`src/verilog/xps_pkg.sv`:
```
// Constants, register map and code checks for the crosspoint switch host controller
package xps_pkg;
  localparam int CLK_PERIOD_NS = 25;
  localparam int SETUP_TIME_NS = 50;
  localparam int STROBE_TIME_NS = 100;
  localparam int HOLD_TIME_NS = 100;
  localparam int SETUP_CYCLES = (SETUP_TIME_NS + CLK_PERIOD_NS - 1) / CLK_PERIOD_NS;
  localparam int STROBE_CYCLES = (STROBE_TIME_NS + CLK_PERIOD_NS - 1) / CLK_PERIOD_NS;
  localparam int HOLD_CYCLES = (HOLD_TIME_NS + CLK_PERIOD_NS - 1) / CLK_PERIOD_NS;
  localparam int CNT_W = 8;

  localparam int CODE_W = 4;
  localparam int SEL_W = 3;
  localparam int DATA_W = 32;
  localparam int CTRL_W = 4;
  localparam int CMD_W = 9;
  localparam int BITS_NARROW = 16;
  localparam int BITS_WIDE = 32;
  localparam int OUTS_NARROW = 4;
  localparam int OUTS_WIDE = 8;

  localparam logic [7:0] ADDR_CTRL = 8'h00;
  localparam logic [7:0] ADDR_CMD = 8'h04;
  localparam logic [7:0] ADDR_SERIAL = 8'h08;
  localparam logic [7:0] ADDR_LATCH = 8'h0C;
  localparam logic [7:0] ADDR_STATUS = 8'h10;
  localparam logic [7:0] ADDR_READBACK = 8'h14;

  localparam int CTRL_SERIAL_BIT = 0;
  localparam int CTRL_EDGE_BIT = 1;
  localparam int CTRL_WIDE_BIT = 2;
  localparam int CTRL_NARROW_IN_BIT = 3;
  localparam logic [CTRL_W-1:0] CTRL_RESET = 4'h6;
  localparam int CMD_CODE_LSB = 0;
  localparam int CMD_SEL_LSB = 4;
  localparam int CMD_LATCH_BIT = 8;
  localparam int STAT_BUSY_BIT = 0;
  localparam int STAT_REJECT_BIT = 1;

  localparam logic [CODE_W-1:0] CODE_LAST_NARROW = 4'h3;
  localparam logic [CODE_W-1:0] CODE_LAST_CHANNEL = 4'h7;
  localparam logic [CODE_W-1:0] CODE_GROUND = 4'h8;
  localparam logic [CODE_W-1:0] CODE_SER_ON = 4'h9;
  localparam logic [CODE_W-1:0] CODE_SER_OFF = 4'hA;
  localparam logic [CODE_W-1:0] CODE_SOFT_LATCH = 4'hF;

  // Parallel codes: 1001 and 1010 are serial-only, narrow inputs lose 0100..0111
  function automatic logic code_ok_parallel(input logic [CODE_W-1:0] code, input logic narrow);
    code_ok_parallel = (code != CODE_SER_ON) && (code != CODE_SER_OFF) &&
                       !(narrow && code > CODE_LAST_NARROW && code <= CODE_LAST_CHANNEL);
  endfunction

  // Serial codes: only 0000..1010, narrow inputs lose 0100..0111
  function automatic logic code_ok_serial(input logic [CODE_W-1:0] code, input logic narrow);
    code_ok_serial = (code <= CODE_SER_OFF) &&
                     !(narrow && code > CODE_LAST_NARROW && code <= CODE_LAST_CHANNEL);
  endfunction
endpackage
```
`src/verilog/xps_ctl_if.sv`:
```
// Carrier between the register slave and the pin sequencer
`timescale 1ns/100ps
interface xps_ctl_if;
  logic [xps_pkg::CTRL_W-1:0] ctrl;
  logic start_cmd;
  logic start_ser;
  logic start_latch;
  logic [xps_pkg::CMD_W-1:0] cmd_word;
  logic [xps_pkg::DATA_W-1:0] ser_data;
  logic busy;
  logic reject;
  logic [xps_pkg::DATA_W-1:0] readback;
  modport regs (output ctrl, start_cmd, start_ser, start_latch, cmd_word, ser_data,
                input busy, reject, readback);
  modport core (input ctrl, start_cmd, start_ser, start_latch, cmd_word, ser_data,
                output busy, reject, readback);
endinterface

```
`src/verilog/xps_apb_regs.sv`:
```
// APB register slave of the crosspoint switch host controller
`timescale 1ns/100ps
module xps_apb_regs
  import xps_pkg::*;
(
  input wire logic ref_clk, // System clock
  input wire logic rst_n, // Asynchronous reset, active low
  input wire logic psel, // APB select
  input wire logic penable, // APB enable
  input wire logic pwrite, // APB direction
  input wire logic [7:0] paddr, // APB byte address
  input wire logic [31:0] pwdata, // APB write data
  output logic [31:0] prdata, // APB read data
  output logic pready, // APB ready
  output logic pslverr, // APB error
  xps_ctl_if.regs ctl // To the sequencer
);
  logic reject_flag;
  logic mapped;
  logic start_addr;
  logic busy_any;
  logic wr_done;

  assign mapped = (paddr == ADDR_CTRL) || (paddr == ADDR_CMD) || (paddr == ADDR_SERIAL) ||
                  (paddr == ADDR_LATCH) || (paddr == ADDR_STATUS) || (paddr == ADDR_READBACK);
  assign start_addr = (paddr == ADDR_CMD) || (paddr == ADDR_SERIAL) || (paddr == ADDR_LATCH);
  // A start pulse still in flight counts as busy so no second job slips in
  assign busy_any = ctl.busy || ctl.start_cmd || ctl.start_ser || ctl.start_latch;
  assign wr_done = psel && penable && pready && pwrite && !pslverr;

  // One wait-free access phase: answer prepared in the setup cycle
  always_ff @(posedge ref_clk or negedge rst_n) begin
    if (!rst_n) begin
      pready <= 1'b0;
      pslverr <= 1'b0;
      prdata <= 32'h0000_0000;
    end else begin
      pready <= psel && !penable;
      pslverr <= psel && !penable && (!mapped || (pwrite && start_addr && busy_any));
      prdata <= 32'h0000_0000;
      if (psel && !penable && !pwrite) begin
        case (paddr)
          ADDR_CTRL: prdata <= {{(32-CTRL_W){1'b0}}, ctl.ctrl};
          ADDR_CMD: prdata <= {{(32-CMD_W){1'b0}}, ctl.cmd_word};
          ADDR_SERIAL: prdata <= ctl.ser_data;
          ADDR_STATUS: prdata <= {30'h0000_0000, reject_flag, ctl.busy};
          ADDR_READBACK: prdata <= ctl.readback;
          default: prdata <= 32'h0000_0000;
        endcase
      end
    end
  end

  always_ff @(posedge ref_clk or negedge rst_n) begin
    if (!rst_n) begin
      ctl.ctrl <= CTRL_RESET;
      ctl.cmd_word <= '0;
      ctl.ser_data <= '0;
      ctl.start_cmd <= 1'b0;
      ctl.start_ser <= 1'b0;
      ctl.start_latch <= 1'b0;
    end else begin
      ctl.start_cmd <= wr_done && (paddr == ADDR_CMD);
      ctl.start_ser <= wr_done && (paddr == ADDR_SERIAL);
      ctl.start_latch <= wr_done && (paddr == ADDR_LATCH);
      if (wr_done && paddr == ADDR_CTRL) ctl.ctrl <= pwdata[CTRL_W-1:0];
      if (wr_done && paddr == ADDR_CMD) ctl.cmd_word <= pwdata[CMD_W-1:0];
      if (wr_done && paddr == ADDR_SERIAL) ctl.ser_data <= pwdata;
    end
  end

  // Set from the sequencer wins over a software clear in the same cycle
  always_ff @(posedge ref_clk or negedge rst_n) begin
    if (!rst_n) begin
      reject_flag <= 1'b0;
    end else if (ctl.reject) begin
      reject_flag <= 1'b1;
    end else if (wr_done && paddr == ADDR_STATUS && pwdata[STAT_REJECT_BIT]) begin
      reject_flag <= 1'b0;
    end
  end
endmodule // xps_apb_regs

```
`src/verilog/xps_host.sv`:
```
// Host controller that loads a video crosspoint switch through its parallel or serial pins
//
// Decided for this implementation: the register addresses and the APB slave port.
`timescale 1ns/100ps
// Behaviour
// - Four outputs: two select bits plus code
// - Eight outputs: three select bits plus code
// - Host never sends 1001/1010 in parallel
// - Four outputs: sixteen serial bits, output0 first
// - Eight outputs: thirty-two serial bits, output0 first
// - Serial codes limited to 0000-1010 range
// - Host never sends 1011-1111 in serial
module xps_host
  import xps_pkg::*;
(
  input wire logic ref_clk, // 40 MHz system clock
  input wire logic rst_n, // Asynchronous reset, active low
  input wire logic psel, // APB select
  input wire logic penable, // APB enable
  input wire logic pwrite, // APB direction
  input wire logic [7:0] paddr, // APB byte address
  input wire logic [31:0] pwdata, // APB write data
  output logic [31:0] prdata, // APB read data
  output logic pready, // APB ready
  output logic pslverr, // APB error
  output logic serial_parallel_select, // High for serial loading
  output logic output_select_bit2, // Output address bit 2
  output logic output_select_bit1, // Output address bit 1
  output logic output_select_bit0, // Output address bit 0
  output logic code_bit3, // Code bit 3
  output logic code_bit2, // Code bit 2
  input wire logic code_bit1_serial_out_in, // Pin level, serial output in serial mode
  output logic code_bit1_serial_out_out, // Code bit 1 drive value
  output logic code_bit1_serial_out_oe, // High while driving code bit 1
  output logic code_bit0_serial_in, // Code bit 0 or serial data
  output logic write_strobe, // Write strobe, captured on rise
  output logic latch_strobe, // Transfer strobe, idles high
  output logic edge_level_select, // High for edge latching
  output logic chip_enable_n, // Chip enable, active low
  output logic chip_enable // Chip enable, active high
);
  typedef enum logic [2:0] {
    XPS_IDLE, XPS_SETUP, XPS_WR_LOW, XPS_WR_HIGH, XPS_LATCH_LOW, XPS_LATCH_HIGH
  } xps_state_type;

  xps_ctl_if ctl ();
  xps_state_type state;
  logic [CNT_W-1:0] cnt;
  logic [5:0] bit_cnt;
  logic [5:0] bits_total;
  logic job_serial;
  logic job_latch;
  logic [CODE_W-1:0] job_code;
  logic [SEL_W-1:0] job_sel;
  logic [DATA_W-1:0] job_data;
  logic serial_sync1;
  logic serial_sync2;
  logic [DATA_W-1:0] readback;
  logic wide;
  logic narrow_in;
  logic next_bit;
  logic [4:0] bit_pos;

  xps_apb_regs u_regs (
    .ref_clk(ref_clk),
    .rst_n(rst_n),
    .psel(psel),
    .penable(penable),
    .pwrite(pwrite),
    .paddr(paddr),
    .pwdata(pwdata),
    .prdata(prdata),
    .pready(pready),
    .pslverr(pslverr),
    .ctl(ctl.regs)
  );

  assign wide = ctl.ctrl[CTRL_WIDE_BIT];
  assign narrow_in = ctl.ctrl[CTRL_NARROW_IN_BIT];
  // Output 0 first, and within each code bit 3 first
  assign bit_pos = {bit_cnt[4:2], 2'b11 - bit_cnt[1:0]};
  assign next_bit = job_data[bit_pos];
  assign ctl.readback = readback;

  function automatic logic serial_word_ok(input logic [DATA_W-1:0] data, input logic wide_sel,
                                          input logic narrow);
    logic ok;
    ok = 1'b1;
    for (int k = 0; k < OUTS_WIDE; k++) begin
      if ((wide_sel || k < OUTS_NARROW) && !code_ok_serial(data[4*k +: CODE_W], narrow)) ok = 1'b0;
    end
    serial_word_ok = ok;
  endfunction

  // The device drives code bit 1 asynchronously in serial mode
  always_ff @(posedge ref_clk or negedge rst_n) begin
    if (!rst_n) begin
      serial_sync1 <= 1'b0;
      serial_sync2 <= 1'b0;
    end else begin
      serial_sync1 <= code_bit1_serial_out_in;
      serial_sync2 <= serial_sync1;
    end
  end

  // Sampled at the end of each write-high hold, after the device has shifted
  always_ff @(posedge ref_clk or negedge rst_n) begin
    if (!rst_n) begin
      readback <= '0;
    end else if (state == XPS_WR_HIGH && cnt == '0 && job_serial) begin
      readback <= {readback[DATA_W-2:0], serial_sync2};
    end
  end

  always_ff @(posedge ref_clk or negedge rst_n) begin
    if (!rst_n) begin
      state <= XPS_IDLE;
      cnt <= '0;
      bit_cnt <= '0;
      bits_total <= '0;
      job_serial <= 1'b0;
      job_latch <= 1'b0;
      job_code <= '0;
      job_sel <= '0;
      job_data <= '0;
      ctl.busy <= 1'b0;
      ctl.reject <= 1'b0;
      serial_parallel_select <= 1'b0;
      output_select_bit2 <= 1'b0;
      output_select_bit1 <= 1'b0;
      output_select_bit0 <= 1'b0;
      code_bit3 <= 1'b0;
      code_bit2 <= 1'b0;
      code_bit1_serial_out_out <= 1'b0;
      code_bit1_serial_out_oe <= 1'b1;
      code_bit0_serial_in <= 1'b0;
      write_strobe <= 1'b1;
      latch_strobe <= 1'b1;
      edge_level_select <= 1'b1;
      chip_enable_n <= 1'b1;
      chip_enable <= 1'b0;
    end else begin
      ctl.reject <= 1'b0;
      case (state)
        XPS_IDLE: begin
          ctl.busy <= 1'b0;
          chip_enable_n <= 1'b1;
          chip_enable <= 1'b0;
          edge_level_select <= ctl.ctrl[CTRL_EDGE_BIT];
          serial_parallel_select <= ctl.ctrl[CTRL_SERIAL_BIT];
          code_bit1_serial_out_oe <= !ctl.ctrl[CTRL_SERIAL_BIT];
          if (ctl.start_cmd) begin
            // Narrow parts have no output select bit 2
            if (!code_ok_parallel(ctl.cmd_word[CMD_CODE_LSB +: CODE_W], narrow_in) ||
                (!wide && ctl.cmd_word[CMD_SEL_LSB + SEL_W - 1])) begin
              ctl.reject <= 1'b1;
            end else begin
              job_serial <= 1'b0;
              job_code <= ctl.cmd_word[CMD_CODE_LSB +: CODE_W];
              job_sel <= ctl.cmd_word[CMD_SEL_LSB +: SEL_W];
              job_latch <= ctl.cmd_word[CMD_LATCH_BIT];
              ctl.busy <= 1'b1;
              state <= XPS_SETUP;
              cnt <= CNT_W'(SETUP_CYCLES - 1);
              serial_parallel_select <= 1'b0;
              code_bit1_serial_out_oe <= 1'b1;
              chip_enable_n <= 1'b0;
              chip_enable <= 1'b1;
              output_select_bit2 <= ctl.cmd_word[CMD_SEL_LSB + 2];
              output_select_bit1 <= ctl.cmd_word[CMD_SEL_LSB + 1];
              output_select_bit0 <= ctl.cmd_word[CMD_SEL_LSB];
              {code_bit3, code_bit2, code_bit1_serial_out_out, code_bit0_serial_in} <=
                ctl.cmd_word[CMD_CODE_LSB +: CODE_W];
            end
          end else if (ctl.start_ser) begin
            if (!serial_word_ok(ctl.ser_data, wide, narrow_in)) begin
              ctl.reject <= 1'b1;
            end else begin
              job_serial <= 1'b1;
              job_latch <= 1'b1;
              job_data <= ctl.ser_data;
              bit_cnt <= '0;
              bits_total <= wide ? 6'(BITS_WIDE) : 6'(BITS_NARROW);
              ctl.busy <= 1'b1;
              state <= XPS_SETUP;
              cnt <= CNT_W'(SETUP_CYCLES - 1);
              serial_parallel_select <= 1'b1;
              code_bit1_serial_out_oe <= 1'b0;
              chip_enable_n <= 1'b0;
              chip_enable <= 1'b1;
              {output_select_bit2, output_select_bit1, output_select_bit0} <= 3'h0;
              {code_bit3, code_bit2, code_bit1_serial_out_out} <= 3'h0;
              code_bit0_serial_in <= ctl.ser_data[DATA_W/8 - 1];
            end
          end else if (ctl.start_latch) begin
            job_serial <= 1'b0;
            ctl.busy <= 1'b1;
            state <= XPS_LATCH_LOW;
            cnt <= CNT_W'(STROBE_CYCLES - 1);
            latch_strobe <= 1'b0;
          end
        end
        XPS_SETUP: begin
          if (cnt == '0) begin
            state <= XPS_WR_LOW;
            cnt <= CNT_W'(STROBE_CYCLES - 1);
            write_strobe <= 1'b0;
          end else begin
            cnt <= cnt - 1'b1;
          end
        end
        XPS_WR_LOW: begin
          if (cnt == '0) begin
            state <= XPS_WR_HIGH;
            cnt <= CNT_W'(HOLD_CYCLES - 1);
            write_strobe <= 1'b1;
          end else begin
            cnt <= cnt - 1'b1;
          end
        end
        XPS_WR_HIGH: begin
          if (cnt != '0) begin
            cnt <= cnt - 1'b1;
          end else if (job_serial && bit_cnt != bits_total - 1'b1) begin
            bit_cnt <= bit_cnt + 1'b1;
            state <= XPS_SETUP;
            cnt <= CNT_W'(SETUP_CYCLES - 1);
            code_bit0_serial_in <= job_data[{bit_cnt[4:2] + 3'(bit_cnt[1:0] == 2'b11), 2'b10 - bit_cnt[1:0]}];
          end else if (job_latch) begin
            state <= XPS_LATCH_LOW;
            cnt <= CNT_W'(STROBE_CYCLES - 1);
            latch_strobe <= 1'b0;
          end else begin
            state <= XPS_IDLE;
          end
        end
        XPS_LATCH_LOW: begin
          if (cnt == '0) begin
            state <= XPS_LATCH_HIGH;
            cnt <= CNT_W'(HOLD_CYCLES - 1);
            latch_strobe <= 1'b1;
          end else begin
            cnt <= cnt - 1'b1;
          end
        end
        XPS_LATCH_HIGH: begin
          if (cnt == '0) begin
            state <= XPS_IDLE;
          end else begin
            cnt <= cnt - 1'b1;
          end
        end
        default: state <= XPS_IDLE;
      endcase
    end
  end

  // Helper: write rises counted inside the current serial job
  logic [6:0] rise_cnt;
  always_ff @(posedge ref_clk or negedge rst_n) begin
    if (!rst_n) begin
      rise_cnt <= '0;
    end else if (state == XPS_IDLE) begin
      rise_cnt <= '0;
    end else if (state == XPS_WR_LOW && cnt == '0) begin
      rise_cnt <= rise_cnt + 1'b1;
    end
  end
endmodule // xps_host

```
`config.mk`:
```
export PLATFORM = sky130hd
export DESIGN_NAME = xps_host
export DESIGN_NICKNAME = d
export VERILOG_FILES = /design/src/verilog/xps_pkg.sv /design/src/verilog/xps_ctl_if.sv /design/src/verilog/xps_apb_regs.sv /design/src/verilog/xps_host.sv
export SDC_FILE = /design/constraint.sdc
export NUM_CORES = 1
export LEC_CHECK = 0
export BUFFER_PORTS_ARGS = -buffer_cell sky130_fd_sc_hd__buf_2
export CAP_MARGIN = 20
export CELL_PAD_IN_SITES_DETAIL_PLACEMENT = 1
export CELL_PAD_IN_SITES_GLOBAL_PLACEMENT = 2
export CORE_AREA = 4 4 157 159
export CTS_BUF_LIST = sky130_fd_sc_hd__clkbuf_16
export CTS_CLUSTER_SIZE = 10
export DETAILED_ROUTE_END_ITERATION = 16
export DIE_AREA = 0 0 161 163
export PLACE_DENSITY_LB_ADDON = 0.05
export RECOVER_POWER = 100
export SLEW_MARGIN = 5
export SYNTH_ARGS = -nofsm -noshare
export SYNTH_HDL_FRONTEND = slang
export SYNTH_SLANG_ARGS = --single-unit
export TNS_END_PERCENT = 20
```
`constraint.sdc`:
```
create_clock -name ref_clk -period 2.22 [get_ports ref_clk]
set_input_delay 0.111 -clock ref_clk [delete_from_list [all_inputs] [get_ports ref_clk]]
set_output_delay 0.111 -clock ref_clk [all_outputs]
set_load 0.05 [all_outputs]
```
==> flow_summary.yaml, run 1 <==
run_status:
  status: "finished, violations left"
  violations: "max-capacitance violations, max-slew violations, negative setup slack"
power_and_ir_drop:
  p_per_area_nw_per_um2: 755
  power_frac_seq_pct: 45.1
  power_switching_mw: 2.42
  total_power_mw: 8.14
  p_sw_share_pct: 29.8
  irDropWorstVdd_mv: 0.398
  p_comb_share_pct: 16.6
  power.leakage_nw: 5.08
  p_int_mw: 5.72
  p_clk_share_pct: 38.3
place:
  place_congestion: 0.790
  portBuffers: 93
  pre_cts_ws_ns: -0.202
  hpwlAfterDp_mm: 16.3
  place_area_sq_um: 9630
  place_inst: 1112
yosys:
  synth_warnings: 0
  synthTopCellsByArea: "dfrtp_1, mux2_2, mux2_1"
  synth-main-ff-cell: "dfrtp_1"
  synth_largest_area_cell: "dfrtp_1"
  synth-edff-count: 0
  synth_top_area_share_pct: 54.5
  yosysSeqAreaShare_pct: 56.7
  netlist_area_sq_um: 8220
  yosysUniqueCellTypes: 66
  syn_nets: 704
  async_reset_ff_share_pct: 100
  ys_seq_elements: 186
  synth_cells: 653
  synth.avg_cell_area_sq_um: 12.6
cells_and_area:
  multi_input_area_sq_um: 3540
  final_cells: 1187
  fin_area_sq_um: 10800
  drive_above_1_share_pct: 32.7
  post-route-util_pct: 46.4
  diodes: 0
  register_area_sq_um: 4660
  fill_cells: 2503
  final_nets: 906
  syn2layout_area_growth_pct: 31.1
cts:
  clockBufferDepth: 2
  clock_latency_ns: 0.43
  cts_sinks: 186
  clk_pin_slew_ns: 0.08
  cts_tree: "yes"
  cts-root-buf: "clkbuf_16"
  cts_buffers: 17
  cts_htree_levels: 4
sta:
  final.min_clock_period_ns: 2.28
  rsz0062_at_grt: "true"
  maxSlewHeadroom_pct: -20.9
  final_max_slew_viol_count: 69
  worstMarginPinSlew_ns: 1.81
  fin_crit_sh_pct: 103
  holdWs_ns: 0.0238
  report.final.setup_viol: 59
  hold_viol: 0
  fin_skew_ns: 0.0177
  setup_tns_ns: -1.89
  setup_ws_ns: -0.0626
  fmax_ghz: 0.438
routing:
  drtAntennaViolNets: 0
  wl_per_cell_microns: 19.8
  drtIter0Drc: 196
  viasPerCell: 5.13
  routed_wl_mm: 23.5
  first_pass_iters: 4
  drc_errors: 0
  vias: 6089
die:
  start_util_pct: 35.4
  ios: 94
  num_rows: 56
  dieArea_sq_um: 26200
  die_y_microns: 163
  chipWidth_microns: 161
  core-area_sq_um: 23300
worst_setup_path:
  max_stage_delay_ns: 0.40
  slowest_stage: "dfrtp_1"
  start_kind: "flip-flop"
  crit_type: "flip-flop to flip-flop"
  crit_path_end_kind: "flip-flop"
  required_ns: 2.53
  worstPathMaxFanout: 9
  arrival_ns: 2.59
  crit_path_cell_trace: "o41ai_2, o221ai_2, a221oi_2, buf_4, nand2_4, nor2_4, buf_12, buf_16, mux2_4"
global_route:
  antenna_found_initial: 0
  overflow: 0
  grt_pass1_vias: 6852
  grt_max_degree: 69
  grt_pass1_wl_mm: 38.6
  grtUsageTotal_pct: 18.5
worst_hold_path:
  hp-class: "input pin to flip-flop"
job:
  maxCapViolations: 1
## what timing repair did
| item | CTS | global route |
|---|---|---|
| gates resized for setup | 38 | 16 |
| hold buffers | 36 | 0 |
| endpoints found under the hold margin | 107 | 0 |
| pin swaps | 9 | 8 |
| gates cloned | 2 | 2 |
| endpoints found under the setup margin | 49 | 64 |
| setup buffers | 4 | 0 |
## placed cells by master (no fill, tap or decap), drive strengths merged, types with 4 or more instances in the layout
master,n
dfrtp,179
buf,119
mux2,115
clkbuf,78
nor2,55
nand2,37
dlygate4sd3,36
a22oi,30
a21oi,28
inv,19
o21ai,14
nand3,10
mux2i,9
a22o,9
nor2b,8
nor3,8
mux4,7
dfstp,7
a21o,6
or3,6
clkinv,6
and3,5
o22ai,5
nor4,5
a31oi,5
ha,5
nand3b,4
a41oi,4
a211o,4
## Yosys cell counts (2+ instances only)
library cell	number
mux2_2	67
a211o_1	4
nor3_1	7
xnor2_1	2
xor2_1	2
o31ai_1	2
a31oi_1	5
a22o_1	9
clkbuf_1	19
nand2_1	36
nand2b_1	3
o21a_1	3
o221ai_1	2
mux4_2	7
a221oi_1	2
ha_1	5
a21oi_1	27
nor2b_1	8
o21ai_0	11
a22oi_1	30
mux2_1	48
nand3_1	10
a41oi_1	4
o22ai_1	5
and2_1	3
inv_1	12
dfrtp_1	179
o21ai_1	3
mux2i_1	9
dfstp_2	7
and3_1	5
or3_1	6
nor4_1	4
buf_6	6
nand3b_1	4
a222oi_1	3
nor3b_1	2
nor2_1	53
nand4_1	2
a21o_1	6
buf_2	6
## worst paths after layout
check / start / to / slack, ns / depth (start not counted)
worst max register to register: u_regs.ctl.ser_data[6] / job_data[7] / -0.06 / 9
worst max-delay path: u_regs.ctl.ser_data[6] / job_data[7] / -0.06 / 9
worst min register to register: serial_sync1 / serial_sync2 / 0.36 / 0
min in group asynchronous: rst_n / code_bit3 / 0.72 / 2
max in group asynchronous: rst_n / edge_level_select / 0.22 / 3
worst min-delay path: pwdata[1] / u_regs.ctl.cmd_word[1] / 0.02 / 2
## kinds of logic (layout without fill, tap and decap cells)
| kind of cell | after synthesis | after routing | synth area share, % |
|---|---|---|---|
| XOR/XNOR | 4 | 4 | 0.426 |
| AO/OA/AOI/OAI | 127 | 127 | 11.2 |
| multiplexers | 131 | 131 | 18.8 |
| adder cells (fa/ha/maj) | 5 | 5 | 0.761 |
| buffers and inverters | 45 | 260 | 2.74 |
| flip-flops | 186 | 186 | 56.7 |
| AND/OR/NAND/NOR | 155 | 155 | 9.45 |
## per-layer routing
metal  GRT usage (%)  wire, microns  vias up
met3            3.34            600       17
met5               0              0        -
met1            24.4          10800     3173
li1                -              -     2806
met2            32.2          11900       93
met4            3.92            233        0
## area by class of cell
class / instances / area share (%)
Clock inverter: 15 / 1.66
Timing Repair Buffer: 216 / 14.2
Multi-Input combinational cell: 422 / 32.8
Inverter: 12 / 0.418
Sequential cell: 186 / 43.2
Tap cell: 319 / 3.70
Clock buffer: 17 / 3.95
## power by group through the flow
stage	sequential, mW	combinational [mW]	clock, mW
floorplan	3.82	0.708	0
global placement	3.73	1.27	0
detailed placement	3.74	1.31	0
CTS	3.67	1.37	3.21
global route	3.70	1.51	3.37
finish	3.67	1.36	3.12
## registers in the layout (all words and copies together), names as in the netlist, 2 cells and up
register,flops
u_regs.ctl.ser_data,32
bits_total,2
u_regs.ctl.ctrl,4
u_regs.prdata,32
state,3
job_data,32
bit_cnt,6
u_regs.ctl.cmd_word,9
cnt,8
ctl.readback,32
## worst max-delay path: cells and delay by family, from the launching register on
kind / cells / cell delay (ns)
AOI/OAI and AO/OA: 3 / 0.75
buffers and inverters: 3 / 0.49
DFF: 1 / 0.40
muxes: 1 / 0.30
and+or+nand+nor: 2 / 0.22
(Power assumes the default switching activity.)
==> run 2, diff against run 1 <==
--- a/config.mk
+++ b/config.mk
@@ -14,6 +14,7 @@
 export CTS_CLUSTER_SIZE = 10
 export DETAILED_ROUTE_END_ITERATION = 16
 export DIE_AREA = 0 0 161 163
+export MAX_ROUTING_LAYER = met4
 export PLACE_DENSITY_LB_ADDON = 0.05
 export RECOVER_POWER = 100
 export SLEW_MARGIN = 5
==> flow_summary.yaml, run 2 (synthesized netlist as in run 1, its figures left out) <==
run_status:
  status: "finished, violations left"
  violations: "max-capacitance violations, max-slew violations, negative setup slack"
sta:
  fin_crit_sh_pct: 103
  hold_viol: 0
  final.min_clock_period_ns: 2.28
  rsz0062_at_grt: "true"
  final_max_slew_viol_count: 69
  setup_ws_ns: -0.0577
  maxSlewHeadroom_pct: -19.3
  setup_tns_ns: -1.84
  fmax_ghz: 0.439
  report.final.setup_viol: 59
  worstMarginPinSlew_ns: 1.79
  fin_skew_ns: 0.0167
global_route:
  antenna_found_initial: 0
  use_met1_pct: 24.6
  grt_pass1_wl_mm: 38.6
  met3_usage_pct: 2.94
  grt_util_met2_pct: 32.2
  grt_max_degree: 69
  overflow: 0
  grt_busiest_layer: "met2"
  grt_pass1_vias: 6850
  grtUsageTotal_pct: 19.1
die:
  chipWidth_microns: 161
  num_rows: 56
  core-area_sq_um: 23300
  start_util_pct: 35.4
  ios: 94
  die_y_microns: 163
  dieArea_sq_um: 26200
cts:
  cts_htree_levels: 4
  clockBufferDepth: 2
  cts_sinks: 186
  cts-root-buf: "clkbuf_16"
  clk_pin_slew_ns: 0.08
  cts_tree: "yes"
  clock_latency_ns: 0.43
  cts_buffers: 17
cells_and_area:
  layout_common_cells: "dfrtp_1, buf_4, mux2_2"
  diodes: 0
  drive_above_1_share_pct: 32.7
  final_nets: 906
  final_common_cell: "dfrtp_1"
  final_cells: 1187
  post-route-util_pct: 46.4
  syn2layout_area_growth_pct: 31.1
routing:
  drtIter0Drc: 216
  first_pass_iters: 4
  drc_errors: 0
  drtAntennaViolNets: 0
  viasPerCell: 5.12
  vias: 6080
  wl_per_cell_microns: 19.8
  routed_wl_mm: 23.5
worst_setup_path:
  arrival_ns: 2.59
  required_ns: 2.53
  crit_type: "flip-flop to flip-flop"
  crit_path_end_kind: "flip-flop"
  worstPathMaxFanout: 9
  start_kind: "flip-flop"
job:
  maxCapViolations: 1
place:
  hpwlAfterDp_mm: 16.3
  place_congestion: 0.801
  portBuffers: 93
  place_inst: 1112
power_and_ir_drop:
  power.leakage_nw: 5.08
  irDropWorstVdd_mv: 0.398
  p_per_area_nw_per_um2: 756
worst_hold_path:
  hp-class: "input pin to flip-flop"
-- run 2: cell count changes in the layout (fill, tap and decap cells not counted) --
cell | before | now
o21ai_1 | 2 | 3
o21ai_0 | 10 | 9
-- run 2: metrics by stage --
step           hold slack, ns  power [mW]  worst slack, ns  instance area [sq um]
2_1_floorplan          -0.185        4.53          0.00921                   8240
3_3_place_gp            0.158        5.00           -0.153                   9630
5_1_grt               0.00513        8.57           -0.199                  10800
6_report               0.0246        8.15          -0.0577                  10800
3_5_place_dp            0.171        5.05           -0.202                   9630
4_1_cts               0.00345        8.26          -0.0568                  10800
-- run 2: worst max-delay path, stage by stage, from the launching register on --
cell	delay, ns
dfrtp_1	0.40
o41ai_2	0.36
o221ai_2	0.16
a221oi_2	0.23
buf_4	0.18
nand2_4	0.06
nor2_4	0.16
buf_12	0.16
buf_16	0.15
mux2_4	0.30
-- run 2: report_power, final --
group	switching [mW]	total, mW	internal (mW)
Sequential	0.128	3.67	3.54
Combinational	0.796	1.36	0.560
Clock	1.50	3.12	1.62
-- run 2: worst paths after layout --
| path | start | to | slack, ns | cells past startpoint |
|---|---|---|---|---|
| min | pwdata[1] | u_regs.ctl.cmd_word[1] | 0.02 | 2 |
| min reg2reg | serial_sync1 | serial_sync2 | 0.36 | 0 |
| max in group asynchronous | rst_n | edge_level_select | 0.25 | 3 |
| max reg2reg | u_regs.ctl.ser_data[6] | job_data[7] | -0.06 | 9 |
| max | u_regs.ctl.ser_data[6] | job_data[7] | -0.06 | 9 |
| min in group asynchronous | rst_n | code_bit3 | 0.71 | 2 |
-- run 2: metal layers --
| metal | vias to the layer above | part of all wire (%) |
|---|---|---|
| met5 | - | 0 |
| met4 | 0 | 1.1 |
| met3 | 15 | 2.4 |
| met2 | 90 | 50 |
| met1 | 3174 | 46 |
| li1 | 2801 | - |
-- run 2: timing repair --
action	4_1_cts	5_1_grt
buffers inserted	4	0
setup endpoints to repair	49	64
resized for setup	38	17
hold endpoints to repair	107	0
gates cloned	2	2
pin swaps	9	8
hold buffers	36	0
-- run 2: final cells by class --
cell class / instances / area (sq um)
clock buffer: 17 / 425
clock inverter: 15 / 179
tap: 319 / 399
multi-input combinational: 422 / 3540
sequential: 186 / 4660
timing repair buffer: 216 / 1530
fill: 2503 / 12500
inverter: 12 / 45.0
